==> config.mk <==
export PLATFORM = sky130hd
export DESIGN_NAME = pcm_slot_config
export DESIGN_NICKNAME = d
export VERILOG_FILES = /design/src/logic/pcm_slot_pkg.sv /design/src/logic/chan_slot_regs.sv /design/src/logic/pcm_slot_config.sv
export SDC_FILE = /design/constraint.sdc
export NUM_CORES = 1
export LEC_CHECK = 0
export BUFFER_PORTS_ARGS = -buffer_cell sky130_fd_sc_hd__buf_4
export CORE_ASPECT_RATIO = 0.6
export CORE_MARGIN = 2
export CORE_UTILIZATION = 40
export DETAILED_ROUTE_END_ITERATION = 7
export PLACE_DENSITY = 0.69
export RECOVER_POWER = 50
export SETUP_SLACK_MARGIN = 0.3
export SLEW_MARGIN = 20
export SYNTH_ARGS = -nofsm -noshare
export SYNTH_HDL_FRONTEND = slang
export SYNTH_SLANG_ARGS = --single-unit
==> constraint.sdc <==
create_clock -name clock -period 5.55 [get_ports clock]
set_input_delay 0.555 -clock clock [delete_from_list [all_inputs] [get_ports clock]]
set_output_delay 0.555 -clock clock [all_outputs]
set_load 0.01 [all_outputs]
==> src/logic/pcm_slot_pkg.sv <==
// package: command codes, field layouts and reset values of the slot
// and configuration command registers; shared by all design files
package pcm_slot_pkg;

  localparam int NUM_CHANNELS = 4;

  // command bytes (bit 0 is the read flag on read/write pairs)
  localparam logic [7:0] CMD_HW_RESET = 8'h04;
  localparam logic [7:0] CMD_SW_RESET = 8'h02;
  localparam logic [7:0] CMD_TX_SLOT_WR = 8'h40;
  localparam logic [7:0] CMD_TX_SLOT_RD = 8'h41;
  localparam logic [7:0] CMD_RX_SLOT_WR = 8'h42;
  localparam logic [7:0] CMD_RX_SLOT_RD = 8'h43;
  localparam logic [7:0] CMD_CLK_SLOT_WR = 8'h44;
  localparam logic [7:0] CMD_CLK_SLOT_RD = 8'h45;
  localparam logic [7:0] CMD_CHIP_CFG_WR = 8'h46;
  localparam logic [7:0] CMD_CHIP_CFG_RD = 8'h47;
  localparam logic [7:0] CMD_CHAN_EN_WR = 8'h4a;
  localparam logic [7:0] CMD_CHAN_EN_RD = 8'h4b;
  localparam logic [7:0] CMD_RT_DATA_RD = 8'h4d;
  localparam logic [7:0] CMD_RT_DATA_RD_CLR = 8'h4f;
  localparam logic [7:0] CMD_IRQ_MASK_WR = 8'h6c;
  localparam logic [7:0] CMD_IRQ_MASK_RD = 8'h6d;

  // serial framing: bits per byte, and the count that means hardware reset
  localparam logic [4:0] BITS_PER_BYTE = 5'h08;
  localparam logic [4:0] BITS_HW_RESET = 5'h10;

  // reset values
  localparam logic [7:0] TX_SLOT_RESET_CH1 = 8'h00;
  localparam logic [7:0] CLK_SLOT_RESET = 8'h00;
  localparam logic [7:0] CHIP_CFG_RESET = 8'h9a;
  localparam logic [7:0] CHAN_EN_RESET = 8'h0f;
  localparam logic [7:0] IRQ_MASK_RESET = 8'hff;

  // master clock frequency field: low pair picks base, high pair the multiple
  localparam logic [1:0] FREQ_BASE_RESERVED = 2'h3;
  localparam logic [1:0] FREQ_MULT_RESERVED = 2'h3;

  // chopper divider terminal counts (divide by 8 or by 7)
  localparam logic [2:0] CHOP_LAST_DIV8 = 3'h7;
  localparam logic [2:0] CHOP_LAST_DIV7 = 3'h6;

  typedef struct packed {
    logic hwySel;
    logic [6:0] slot;
  } slot_cfg_type;

  typedef struct packed {
    logic txBoth;
    logic txLaunchRise;
    logic [2:0] rxBitOffset;
    logic [2:0] txBitOffset;
  } clk_slot_type;

  typedef struct packed {
    logic irqOpenDrain;
    logic chopperDiv7;
    logic pcmSignalingEn;
    logic masterClkFromPcm;
    logic [1:0] freqMult;
    logic [1:0] freqBase;
  } chip_cfg_type;

  typedef struct packed {
    logic rsvd;
    logic robbedBitEn;
    logic idleOutHiZ;
    logic legacyPowerSave;
    logic [3:0] channelCmdEn;
  } chan_en_type;

  typedef enum logic [1:0] {
    WAIT_CMD,
    WAIT_WDATA,
    SEND_RDATA
  } mpi_state_type;

endpackage

==> src/logic/chan_slot_regs.sv <==
// one channel's transmit and receive time slot registers
// assumes write strobes are already gated by the channel's command enable
`timescale 1ns/1ps
module chan_slot_regs
  import pcm_slot_pkg::*;
#(
  parameter logic [7:0] SLOT_RESET = 8'h00
) (
  input wire logic clock,
  input wire logic nrst,
  input wire logic hwReset,
  input wire logic txWrite,
  input wire logic rxWrite,
  input wire logic [7:0] wrData,
  output slot_cfg_type txCfg,
  output slot_cfg_type rxCfg
);

  slot_cfg_type txCfg_reg;
  slot_cfg_type rxCfg_reg;

  always_ff @(posedge clock or negedge nrst) begin
    if (!nrst) begin
      txCfg_reg <= slot_cfg_type'(SLOT_RESET);
    end else if (hwReset) begin
      txCfg_reg <= slot_cfg_type'(SLOT_RESET);
    end else if (txWrite) begin
      txCfg_reg <= slot_cfg_type'(wrData);
    end
  end

  always_ff @(posedge clock or negedge nrst) begin
    if (!nrst) begin
      rxCfg_reg <= slot_cfg_type'(SLOT_RESET);
    end else if (hwReset) begin
      rxCfg_reg <= slot_cfg_type'(SLOT_RESET);
    end else if (rxWrite) begin
      rxCfg_reg <= slot_cfg_type'(wrData);
    end
  end

  assign txCfg = txCfg_reg;
  assign rxCfg = rxCfg_reg;

endmodule

==> src/logic/pcm_slot_config.sv <==
// slot, clock-slot, chip configuration and channel enable command registers
// of a four-channel voice codec behind its byte-serial command port.
// assumes dclk, csN and dioIn are already synchronous to clock.
//
// What this block does
// - 40h writes, 41h reads transmit highway and slot
// - highway select 0 sends on A, 1 on B
// - transmit slot resets to channel number minus one
// - 42h writes, 43h reads receive highway and slot
// - receive highway select 0 takes A, 1 B
// - transmit-both bit drives both highways
// - launch edge bit: 0 falling, 1 rising
// - three-bit receive and transmit bit offsets, reset zero
// - global timing ignored when no channel enabled
// - interrupt style: 0 push-pull, 1 open drain
// - chopper divides 2048 kHz by 8 or 7
// - signaling bit enables highway signaling
// - clock source bit picks pin or PCM clock
// - frequency field: base and multiple, reserved codes
// - chip configuration resets to 9Ah
// - chip configuration ignores channel enables
// - per-channel command enables, reset 0Fh
// - robbed-bit active only with mu-law
// - idle output mode: resistor or high impedance
// - 4Dh reads inputs, 4Fh also clears interrupt
// - channel n inputs at bits 2n-2, 2n-1
// - real-time reads ignore channel enables
// - masked input changes never raise interrupt
// - software reset keeps slots and highways
`timescale 1ns/1ps
module pcm_slot_config
  import pcm_slot_pkg::*;
#(
  parameter int CHANNELS = NUM_CHANNELS
) (
  input wire logic clock,
  input wire logic nrst,
  input wire logic dclk,
  input wire logic csN,
  input wire logic dioIn,
  output logic dioOut,
  output logic dioOe,
  input wire logic [7:0] rtInputs,
  input wire logic muLawSel,
  input wire logic e1MuxReq,
  input wire logic refClk2048,
  output logic irqOut,
  output logic irqOe,
  output slot_cfg_type [CHANNELS-1:0] txCfg,
  output slot_cfg_type [CHANNELS-1:0] rxCfg,
  output logic [CHANNELS-1:0] txOnHwyA,
  output logic [CHANNELS-1:0] txOnHwyB,
  output logic [CHANNELS-1:0] rxFromHwyB,
  output clk_slot_type clkSlot,
  output chip_cfg_type chipCfg,
  output chan_en_type chanEn,
  output logic robbedBitActive,
  output logic e1MuxAllowed,
  output logic masterFreqReserved,
  output logic chopperTick,
  output logic hwResetEvent
);

  // serial port sampling
  logic dclkPrev_reg;
  logic csPrev_reg;
  logic dclkRise;
  logic dclkFall;
  logic csEnd;

  assign dclkRise = dclk && !dclkPrev_reg;
  assign dclkFall = !dclk && dclkPrev_reg;
  assign csEnd = csN && !csPrev_reg;

  always_ff @(posedge clock or negedge nrst) begin
    if (!nrst) begin
      dclkPrev_reg <= 1'b1;
      csPrev_reg <= 1'b1;
    end else begin
      dclkPrev_reg <= dclk;
      csPrev_reg <= csN;
    end
  end

  // bit count within one chip-select low period, saturating at the reset count
  logic [4:0] bitCnt_reg;
  logic [7:0] shiftIn_reg;

  always_ff @(posedge clock or negedge nrst) begin
    if (!nrst) begin
      bitCnt_reg <= 5'h00;
    end else if (csN) begin
      bitCnt_reg <= 5'h00;
    end else if (dclkRise && bitCnt_reg != BITS_HW_RESET) begin
      bitCnt_reg <= bitCnt_reg + 5'h01;
    end
  end

  // keeps the last eight bits, so a nine-to-fifteen bit period uses its tail
  always_ff @(posedge clock or negedge nrst) begin
    if (!nrst) begin
      shiftIn_reg <= 8'h00;
    end else if (!csN && dclkRise) begin
      shiftIn_reg <= {shiftIn_reg[6:0], dioIn};
    end
  end

  logic byteDone;
  logic longFrame;

  assign longFrame = csEnd && bitCnt_reg == BITS_HW_RESET;
  assign byteDone = csEnd && bitCnt_reg >= BITS_PER_BYTE && !longFrame;

  // command sequencing
  mpi_state_type state_reg;
  mpi_state_type state_next;
  logic [7:0] pendCmd_reg;
  logic [7:0] readData;
  logic readAllowed;
  logic hwReset;
  logic [7:0] irqMask_reg;
  logic irqPend_reg;

  clk_slot_type clkSlot_reg;
  chip_cfg_type chipCfg_reg;
  chan_en_type chanEn_reg;
  logic [7:0] rtData_reg;

  logic anyEnabled;
  logic [1:0] firstEn;

  assign anyEnabled = |chanEn_reg.channelCmdEn;

  // reads of channel registers report the lowest enabled channel
  always_comb begin
    firstEn = 2'd0;
    for (int i = CHANNELS - 1; i >= 0; i--) begin
      if (chanEn_reg.channelCmdEn[i]) begin
        firstEn = 2'(i);
      end
    end
  end

  assign hwReset = longFrame || (byteDone && state_reg == WAIT_CMD && shiftIn_reg == CMD_HW_RESET);

  always_comb begin
    readAllowed = 1'b0;
    readData = 8'h00;
    case (shiftIn_reg)
      CMD_TX_SLOT_RD: begin
        readAllowed = anyEnabled;
        readData = txCfg[firstEn];
      end
      CMD_RX_SLOT_RD: begin
        readAllowed = anyEnabled;
        readData = rxCfg[firstEn];
      end
      CMD_CLK_SLOT_RD: begin
        readAllowed = anyEnabled;
        readData = clkSlot_reg;
      end
      CMD_CHIP_CFG_RD: begin
        readAllowed = 1'b1;
        readData = chipCfg_reg;
      end
      CMD_CHAN_EN_RD: begin
        readAllowed = 1'b1;
        readData = chanEn_reg;
      end
      CMD_RT_DATA_RD, CMD_RT_DATA_RD_CLR: begin
        readAllowed = 1'b1;
        readData = rtData_reg;
      end
      CMD_IRQ_MASK_RD: begin
        readAllowed = 1'b1;
        readData = irqMask_reg;
      end
      default: begin
        readAllowed = 1'b0;
        readData = 8'h00;
      end
    endcase
  end

  logic isWriteCmd;

  assign isWriteCmd = shiftIn_reg == CMD_TX_SLOT_WR || shiftIn_reg == CMD_RX_SLOT_WR
    || shiftIn_reg == CMD_CLK_SLOT_WR || shiftIn_reg == CMD_CHIP_CFG_WR
    || shiftIn_reg == CMD_CHAN_EN_WR || shiftIn_reg == CMD_IRQ_MASK_WR;

  always_comb begin
    state_next = state_reg;
    case (state_reg)
      WAIT_CMD: begin
        if (byteDone && isWriteCmd) begin
          state_next = WAIT_WDATA;
        end else if (byteDone && readAllowed) begin
          state_next = SEND_RDATA;
        end
      end
      WAIT_WDATA: begin
        if (byteDone) begin
          state_next = WAIT_CMD;
        end
      end
      SEND_RDATA: begin
        if (byteDone) begin
          state_next = WAIT_CMD;
        end
      end
      default: begin
        state_next = WAIT_CMD;
      end
    endcase
  end

  always_ff @(posedge clock or negedge nrst) begin
    if (!nrst) begin
      state_reg <= WAIT_CMD;
    end else if (hwReset) begin
      state_reg <= WAIT_CMD;
    end else begin
      state_reg <= state_next;
    end
  end

  always_ff @(posedge clock or negedge nrst) begin
    if (!nrst) begin
      pendCmd_reg <= 8'h00;
    end else if (byteDone && state_reg == WAIT_CMD) begin
      pendCmd_reg <= shiftIn_reg;
    end
  end

  // write strobes, applied on the data byte's chip-select release
  logic wrByte;
  logic wrTx;
  logic wrRx;

  assign wrByte = byteDone && state_reg == WAIT_WDATA;
  assign wrTx = wrByte && pendCmd_reg == CMD_TX_SLOT_WR;
  assign wrRx = wrByte && pendCmd_reg == CMD_RX_SLOT_WR;

  // software reset touches none of these registers, so it needs no path here
  genvar g;
  for (g = 0; g < CHANNELS; g++) begin : gen_chan
    chan_slot_regs #(
      .SLOT_RESET(TX_SLOT_RESET_CH1 + 8'(g))
    ) u_slots (
      .clock(clock),
      .nrst(nrst),
      .hwReset(hwReset),
      .txWrite(wrTx && chanEn_reg.channelCmdEn[g]),
      .rxWrite(wrRx && chanEn_reg.channelCmdEn[g]),
      .wrData(shiftIn_reg),
      .txCfg(txCfg[g]),
      .rxCfg(rxCfg[g])
    );
  end

  always_ff @(posedge clock or negedge nrst) begin
    if (!nrst) begin
      clkSlot_reg <= clk_slot_type'(CLK_SLOT_RESET);
    end else if (hwReset) begin
      clkSlot_reg <= clk_slot_type'(CLK_SLOT_RESET);
    end else if (wrByte && pendCmd_reg == CMD_CLK_SLOT_WR && anyEnabled) begin
      clkSlot_reg <= clk_slot_type'(shiftIn_reg);
    end
  end

  always_ff @(posedge clock or negedge nrst) begin
    if (!nrst) begin
      chipCfg_reg <= chip_cfg_type'(CHIP_CFG_RESET);
    end else if (hwReset) begin
      chipCfg_reg <= chip_cfg_type'(CHIP_CFG_RESET);
    end else if (wrByte && pendCmd_reg == CMD_CHIP_CFG_WR) begin
      chipCfg_reg <= chip_cfg_type'(shiftIn_reg);
    end
  end

  // reserved and legacy bits are stored as written; the host must not count on them
  always_ff @(posedge clock or negedge nrst) begin
    if (!nrst) begin
      chanEn_reg <= chan_en_type'(CHAN_EN_RESET);
    end else if (hwReset) begin
      chanEn_reg <= chan_en_type'(CHAN_EN_RESET);
    end else if (wrByte && pendCmd_reg == CMD_CHAN_EN_WR) begin
      chanEn_reg <= chan_en_type'(shiftIn_reg);
    end
  end

  always_ff @(posedge clock or negedge nrst) begin
    if (!nrst) begin
      irqMask_reg <= IRQ_MASK_RESET;
    end else if (hwReset) begin
      irqMask_reg <= IRQ_MASK_RESET;
    end else if (wrByte && pendCmd_reg == CMD_IRQ_MASK_WR) begin
      irqMask_reg <= shiftIn_reg;
    end
  end

  // read data out: first bit valid once chip select drops, next on each falling dclk after the first
  logic [7:0] shiftOut_reg;

  always_ff @(posedge clock or negedge nrst) begin
    if (!nrst) begin
      shiftOut_reg <= 8'h00;
    end else if (byteDone && state_reg == WAIT_CMD && readAllowed) begin
      shiftOut_reg <= readData;
    end else if (state_reg == SEND_RDATA && !csN && dclkFall && bitCnt_reg != 5'h00) begin
      shiftOut_reg <= {shiftOut_reg[6:0], 1'b0};
    end
  end

  always_ff @(posedge clock or negedge nrst) begin
    if (!nrst) begin
      dioOut <= 1'b0;
      dioOe <= 1'b0;
    end else begin
      dioOut <= shiftOut_reg[7];
      dioOe <= state_reg == SEND_RDATA && !csN;
    end
  end

  // real-time inputs and interrupt
  logic [7:0] rtChange;
  logic rtEvent;
  logic irqClear;

  assign rtChange = rtInputs ^ rtData_reg;
  assign rtEvent = |(rtChange & ~irqMask_reg);
  assign irqClear = byteDone && state_reg == WAIT_CMD && shiftIn_reg == CMD_RT_DATA_RD_CLR;

  // input pairs arrive already in channel order: A at 2n-2, B at 2n-1
  always_ff @(posedge clock or negedge nrst) begin
    if (!nrst) begin
      rtData_reg <= 8'h00;
    end else begin
      rtData_reg <= rtInputs;
    end
  end

  // a change in the clearing cycle keeps the interrupt pending
  always_ff @(posedge clock or negedge nrst) begin
    if (!nrst) begin
      irqPend_reg <= 1'b0;
    end else if (hwReset) begin
      irqPend_reg <= 1'b0;
    end else if (rtEvent) begin
      irqPend_reg <= 1'b1;
    end else if (irqClear) begin
      irqPend_reg <= 1'b0;
    end
  end

  // active low pin; open drain only drives while pending
  always_ff @(posedge clock or negedge nrst) begin
    if (!nrst) begin
      irqOut <= 1'b1;
      irqOe <= 1'b0;
    end else begin
      irqOut <= !irqPend_reg;
      irqOe <= chipCfg_reg.irqOpenDrain ? irqPend_reg : 1'b1;
    end
  end

  // chopper: divide rising edges of the 2048 kHz reference by 8 or 7
  logic refPrev_reg;
  logic [2:0] chopCnt_reg;
  logic [2:0] chopLast;

  assign chopLast = chipCfg_reg.chopperDiv7 ? CHOP_LAST_DIV7 : CHOP_LAST_DIV8;

  always_ff @(posedge clock or negedge nrst) begin
    if (!nrst) begin
      refPrev_reg <= 1'b0;
      chopCnt_reg <= 3'h0;
      chopperTick <= 1'b0;
    end else begin
      refPrev_reg <= refClk2048;
      chopperTick <= 1'b0;
      if (refClk2048 && !refPrev_reg) begin
        if (chopCnt_reg >= chopLast) begin
          chopCnt_reg <= 3'h0;
          chopperTick <= 1'b1;
        end else begin
          chopCnt_reg <= chopCnt_reg + 3'h1;
        end
      end
    end
  end

  // decoded controls toward the highway, clock and analog logic
  always_ff @(posedge clock or negedge nrst) begin
    if (!nrst) begin
      txOnHwyA <= '1;
      txOnHwyB <= '0;
      rxFromHwyB <= '0;
    end else begin
      for (int i = 0; i < CHANNELS; i++) begin
        txOnHwyA[i] <= !txCfg[i].hwySel || clkSlot_reg.txBoth;
        txOnHwyB[i] <= txCfg[i].hwySel || clkSlot_reg.txBoth;
        rxFromHwyB[i] <= rxCfg[i].hwySel;
      end
    end
  end

  always_ff @(posedge clock or negedge nrst) begin
    if (!nrst) begin
      robbedBitActive <= 1'b0;
      e1MuxAllowed <= 1'b0;
      masterFreqReserved <= 1'b0;
    end else begin
      robbedBitActive <= chanEn_reg.robbedBitEn && muLawSel;
      e1MuxAllowed <= chipCfg_reg.masterClkFromPcm && e1MuxReq;
      masterFreqReserved <= chipCfg_reg.freqBase == FREQ_BASE_RESERVED
        || chipCfg_reg.freqMult == FREQ_MULT_RESERVED;
    end
  end

  always_ff @(posedge clock or negedge nrst) begin
    if (!nrst) begin
      hwResetEvent <= 1'b0;
    end else begin
      hwResetEvent <= hwReset;
    end
  end

  // launch edge, offsets, signaling and idle mode leave as stored fields
  assign clkSlot = clkSlot_reg;
  assign chipCfg = chipCfg_reg;
  assign chanEn = chanEn_reg;

endmodule

* Word level (Yosys, flattened, before mapping)
Index checks and enable logic that the tools add are counted. Widths: inputs -> output; s select.
Cells by class: $lt $le $gt $ge 3, eq/ne operators 29, bitwise logic cells 3, muxes and demuxes 51, reductions and logical operators 86, add/sub/neg operators 2
Operators with widths (count):
- $mux 8 | 28
- $eq 8x7->1 const B | 20
- $pmux 8 s7 | 1
- $logic_and 1x1->1 | 36
- $bmux 8 s2 | 2
- $reduce_bool 2->1 | 14
- $mux 2 | 8
- $logic_or 1x1->1 | 15
- $logic_not 1->1 | 11
- $mux 5 | 2
- $and 8x8->8 | 1
- $eq 8x3->1 const B | 1
- $not 8->8 | 1
- $reduce_or 8->1 | 1
- $xor 8x8->8 | 1
- $mux 1 | 7
- $eq 2x2->1 const B | 3
- $add 5x1->5 const B | 1
- $eq 5x5->1 const B | 1
- $ge 5x4->1 const B | 1
- $ne 5x5->1 const B | 1
- $reduce_bool 5->1 | 1
- $reduce_or 5->1 | 1
- $ne 4x4->1 const B | 1
- other kinds (14) | 15
Storage, ports and cells: output and inout bits 109, input bits 16, register bits 163

* Logic depth before layout (Yosys ltp)
word-level depth 10, gate-level depth with buffers 10, mapped depth without buffers 8

* Modules after synthesis
Synthesis repeated with hierarchy kept, for this count alone.
Second synthesis, totals: cells, all modules 705, area total of the unflattened synthesis 7863.8 sq um
Modules (own cells, without submodules):
- pcm_slot_config | times used 1, cells each 497, area an instance 5205.0 sq um, seq. area each 2506.2 sq um
- chan_slot_regs (gen_chan[1].u_slots ...) | times used 2, cells each 52, area an instance 663.1 sq um, seq. area each 402.9 sq um
- chan_slot_regs (gen_chan[3].u_slots) | times used 1, cells each 52, area an instance 673.1 sq um, seq. area each 405.4 sq um
- chan_slot_regs (gen_chan[0].u_slots) | times used 1, cells each 52, area an instance 659.4 sq um, seq. area each 400.4 sq um

* Worst setup path after synthesis
Ideal clock, no wire load.
path kind input to register, start input port csN, end register gen_chan[0].u_slots.txCfg_reg, in the netlist gen_chan[0].u_slots.txCfg[6], cell stages on the path 9, required time 5429 ps, data arrival time 2008 ps, slack 3421 ps, path through buf_4 > nand2b_2 > nor3_4 > nand2_2 > o32a_4 > inv_2 > buf_6 > buf_6 > nor2_1
On the way: word-level cells in the longest chain between the ends 8, elaborated cells on any way between the ends 13
Ends and longest elaborated chain:
- from (decl) | RTL line pcm_slot_config.sv:39 | input wire logic csN,
- $logic_and 1x1->1 * | RTL line pcm_slot_config.sv:73 | assign csEnd = csN && !csPrev_reg;
- $logic_and 1x1->1 | RTL line pcm_slot_config.sv:111 | assign longFrame = csEnd && bitCnt_reg == BITS_HW_RESET;
- $logic_not 1->1 | RTL line pcm_slot_config.sv:112 | assign byteDone = csEnd && bitCnt_reg >= BITS_PER_BYTE && !longFrame;
- $logic_and 1x1->1 | RTL line pcm_slot_config.sv:112
- $logic_and 1x1->1, on equally long branches | RTL line pcm_slot_config.sv:144, pcm_slot_config.sv:240
- $logic_and 1x1->1, on equally long branches | RTL line pcm_slot_config.sv:144, pcm_slot_config.sv:241
- $logic_or 1x1->1 or $logic_and 1x1->1 (tied branches) | RTL line pcm_slot_config.sv:144, pcm_slot_config.sv:253
- $mux 8 or $reduce_bool 2->1 (tied branches)
- to (signal assigned) | RTL line chan_slot_regs.sv:24 | txCfg_reg <= slot_cfg_type'(SLOT_RESET);
- to (signal assigned) | RTL line chan_slot_regs.sv:26 | txCfg_reg <= slot_cfg_type'(SLOT_RESET);
- to (signal assigned) | RTL line chan_slot_regs.sv:28 | txCfg_reg <= slot_cfg_type'(wrData);
- to (decl) | RTL line chan_slot_regs.sv:19 | slot_cfg_type txCfg_reg;
Mark *: on every way between the ends. The rest lies on a longest branch, timed or not. A chain may end at the register's enable or synchronous reset.

==> metrics.txt <==
Clock transition at path regs 0.07 ns; Final Hold Viols 0; grt ovf 0; Multi-input gate area 0.003441 mm2; Post-Syn Area per Cell 11.00 um2; min cycle time layout 3.614 ns; internal power 2099 uW; I/O Buffers 124; Worst-Skew Late Latency 0.43 ns; crit path capture type async pin; crit path launch type input pin; power per cell area 323.9 mW/mm2; Buf+Inv Stages, Crit Path 2; DR iter-0 viols 535; Final period util 0.6512; CTS tree built; Mapped Nets 738; share of cells above drive strength 1 0.2202; Yosys reg bits 163; Placed Area 0.008972 mm2; Slew HR -0.5407; Clk pwr share 0.393; total of max-cap violations 2; Syn Inst Count 715; Initial Utilization 0.4112; Final nets 841; part of the power in registers 0.429; fmax 276.7 MHz; sequential fraction of the synthesis area 0.5235; postcts setup bufs 0; Sequential cell area 0.004118 mm2; RSZ-0062 raised after global routing no; Layout fillers 1847; wire per inst 20.83 um; Leak 0.004942 uW; final total negative setup slack 0 ns; CTS root buf clkbuf_16; Max stage delay on crit path 1.62 ns; initial antenna violation count 0; Worst Path Max Fanout 74; post-route design area 0.009326 mm2; final WL 22.85 mm; Yosys cell types 58; Worst Hold Class input pin to flip-flop; largest net degree at the start of global routing 75; # DRC 0; area of the core 0.01913 mm2; CTS Buf Count 17; Die Y 112.6 um; P_sw 922.0 uW; die area 0.02084 mm2; Netlist Area Pre-Place 0.007866 mm2; Gate power share 0.178; GPL Wtd Cong 0.8437; final setup fails 0; via/cell ratio 5.524; Area Overhead vs Synth 18.56%; Synth Warn # 0; EDFF count, synth 0; worst setup margin 1.936 ns; Slew @ Worst Pin 2.311 ns; crit path cell chain clkbuf_1 > clkbuf_2; die width 185.0 um; H-Tree Depth 4; Max VDD drop 0.2140 mV; post-route ant nets 0; Top delay family on crit path buffers and inverters; CP Data Arrival Time 3.80 ns; num ports 125; global-route wire length before repair 35.07 mm; Top FF cell, synth dfrtp_1; TritonCTS sink count 163; diode count 0; Pins Over Slew Limit 119; required time of the critical path 5.74 ns; fraction of registers with async set/reset 1.000; Rows 39; vias in the first global route 5668; Slowest-stage cell, CP clkbuf_1; router iterations before antenna repair 5; Post-CTS Hold Fix Bufs 0; outcome complete, but fails checks; Setup CP Type input pin to async pin; # resized after CTS 0; failing checks max-capacitance violations, max-slew violations; clock tree buffer depth 2; Vias 6060; gr usage total 0.2261; Net Sw Frac 0.3052; Clock Skew 0.01359 ns; Post-DP HPWL 15.28 mm; pre-CTS setup slack 2.227 ns
==> worst paths after layout <==
path / from / cells past startpoint / slack [ns] / endpoint
worst max-delay path: nrst / 2 / 1.94 / gen_chan[1].u_slots.rxCfg[3]
worst min-delay path: dclk / 1 / 0.23 / dclkPrev_reg
worst max register to register: bitCnt_reg[0] / 9 / 2.17 / chipCfg[6]
worst min register to register: shiftOut_reg[7] / 0 / 0.38 / dioOut
max in group clock: bitCnt_reg[0] / 9 / 2.17 / chipCfg[6]
min in group asynchronous: nrst / 1 / 0.82 / clkSlot[4]
==> kinds of logic (layout without fill, tap and decap cells) <==
logic type / Yosys count / after routing / share of synthesized area
compound gates: 105 / 105 / 0.08987
flops: 163 / 163 / 0.5235
mux: 127 / 127 / 0.1653
simple gates: 233 / 233 / 0.1578
fa+ha+maj: 7 / 7 / 0.01113
buf+inv: 68 / 184 / 0.03913
xor+xnor: 12 / 12 / 0.01336
==> power by group through the flow <==
stage | clock (uW) | sequential (uW) | combinational [uW]
final | 1190 | 1300 | 537
after global routing | 1250 | 1300 | 575
after CTS | 1200 | 1300 | 533
after detailed placement | 0 | 1320 | 531
after global placement | 0 | 1310 | 521
after floorplan | 0 | 1290 | 334
==> cell type report <==
type                            instances  area share
Sequential cell                       163      0.4415
Multi-Input combinational cell        484      0.3689
Timing Repair Buffer                  135     0.08385
Clock buffer                           21     0.04937
Tap cell                              266     0.03569
Clock inverter                         11     0.01382
Inverter                               17    0.006842
==> stage by stage <==
step / utilization / std cells / hold WS [ns] / power, uW
6_report: 0.4876 / 1097 / 0.2290 / 3021
5_1_grt: 0.4876 / 1097 / 0.2119 / 3131
4_1_cts: 0.4999 / 1097 / 0.04439 / 3026
3_5_place_dp: 0.4691 / 1065 / 0.3680 / 1848
3_3_place_gp: 0.4691 / 1065 / 0.3597 / 1835
2_1_floorplan: - / 715 / 0.2594 / 1629
==> worst register-to-register path, stage by stage (launching register included) <==
cell,delay [ns]
dfrtp_1,0.41
inv_1,0.06
ha_1,0.21
nor3b_2,0.20
nor3_4,0.32
nand2_2,0.23
o32a_4,0.54
inv_2,0.73
buf_4,0.43
nor2_1,0.12
==> cell usage in the layout, fill, tap and decap left out, types with 14 or more instances in the layout <==
cell type / Yosys / routed
o21ai_0: 14 / 14
buf_4: 2 / 73
inv_1: 16 / 16
mux2i_1: 104 / 104
nand2_1: 48 / 48
dfstp_2: 31 / 29
clkbuf_16: 0 / 17
a21oi_1: 31 / 31
dfrtp_1: 132 / 132
nand2b_1: 17 / 17
clkbuf_1: 36 / 63
nor2_1: 94 / 94
mux2_2: 23 / 23
==> Yosys cell counts (11+ instances only) <==
cell type,number,share of area
dfstp_2,31,0.10
o21ai_0,14,0.0089
a21oi_1,31,0.020
mux2_2,23,0.033
nand3b_1,11,0.010
inv_1,16,0.0076
clkbuf_1,36,0.017
o22ai_1,11,0.0087
nand2b_1,17,0.014
nor2_1,94,0.045
dfrtp_1,132,0.42
nand2_1,48,0.023
nor2b_1,12,0.0095
mux2i_1,104,0.13
==> metal layers <==
layer | wire (um) | global-route usage
met1 | 11460 | 0.3614
met2 | 9178 | 0.2966
met3 | 1955 | 0.06392
met4 | 255 | 0.05132
met5 | 0 | 0
(Power assumes the default switching activity.)
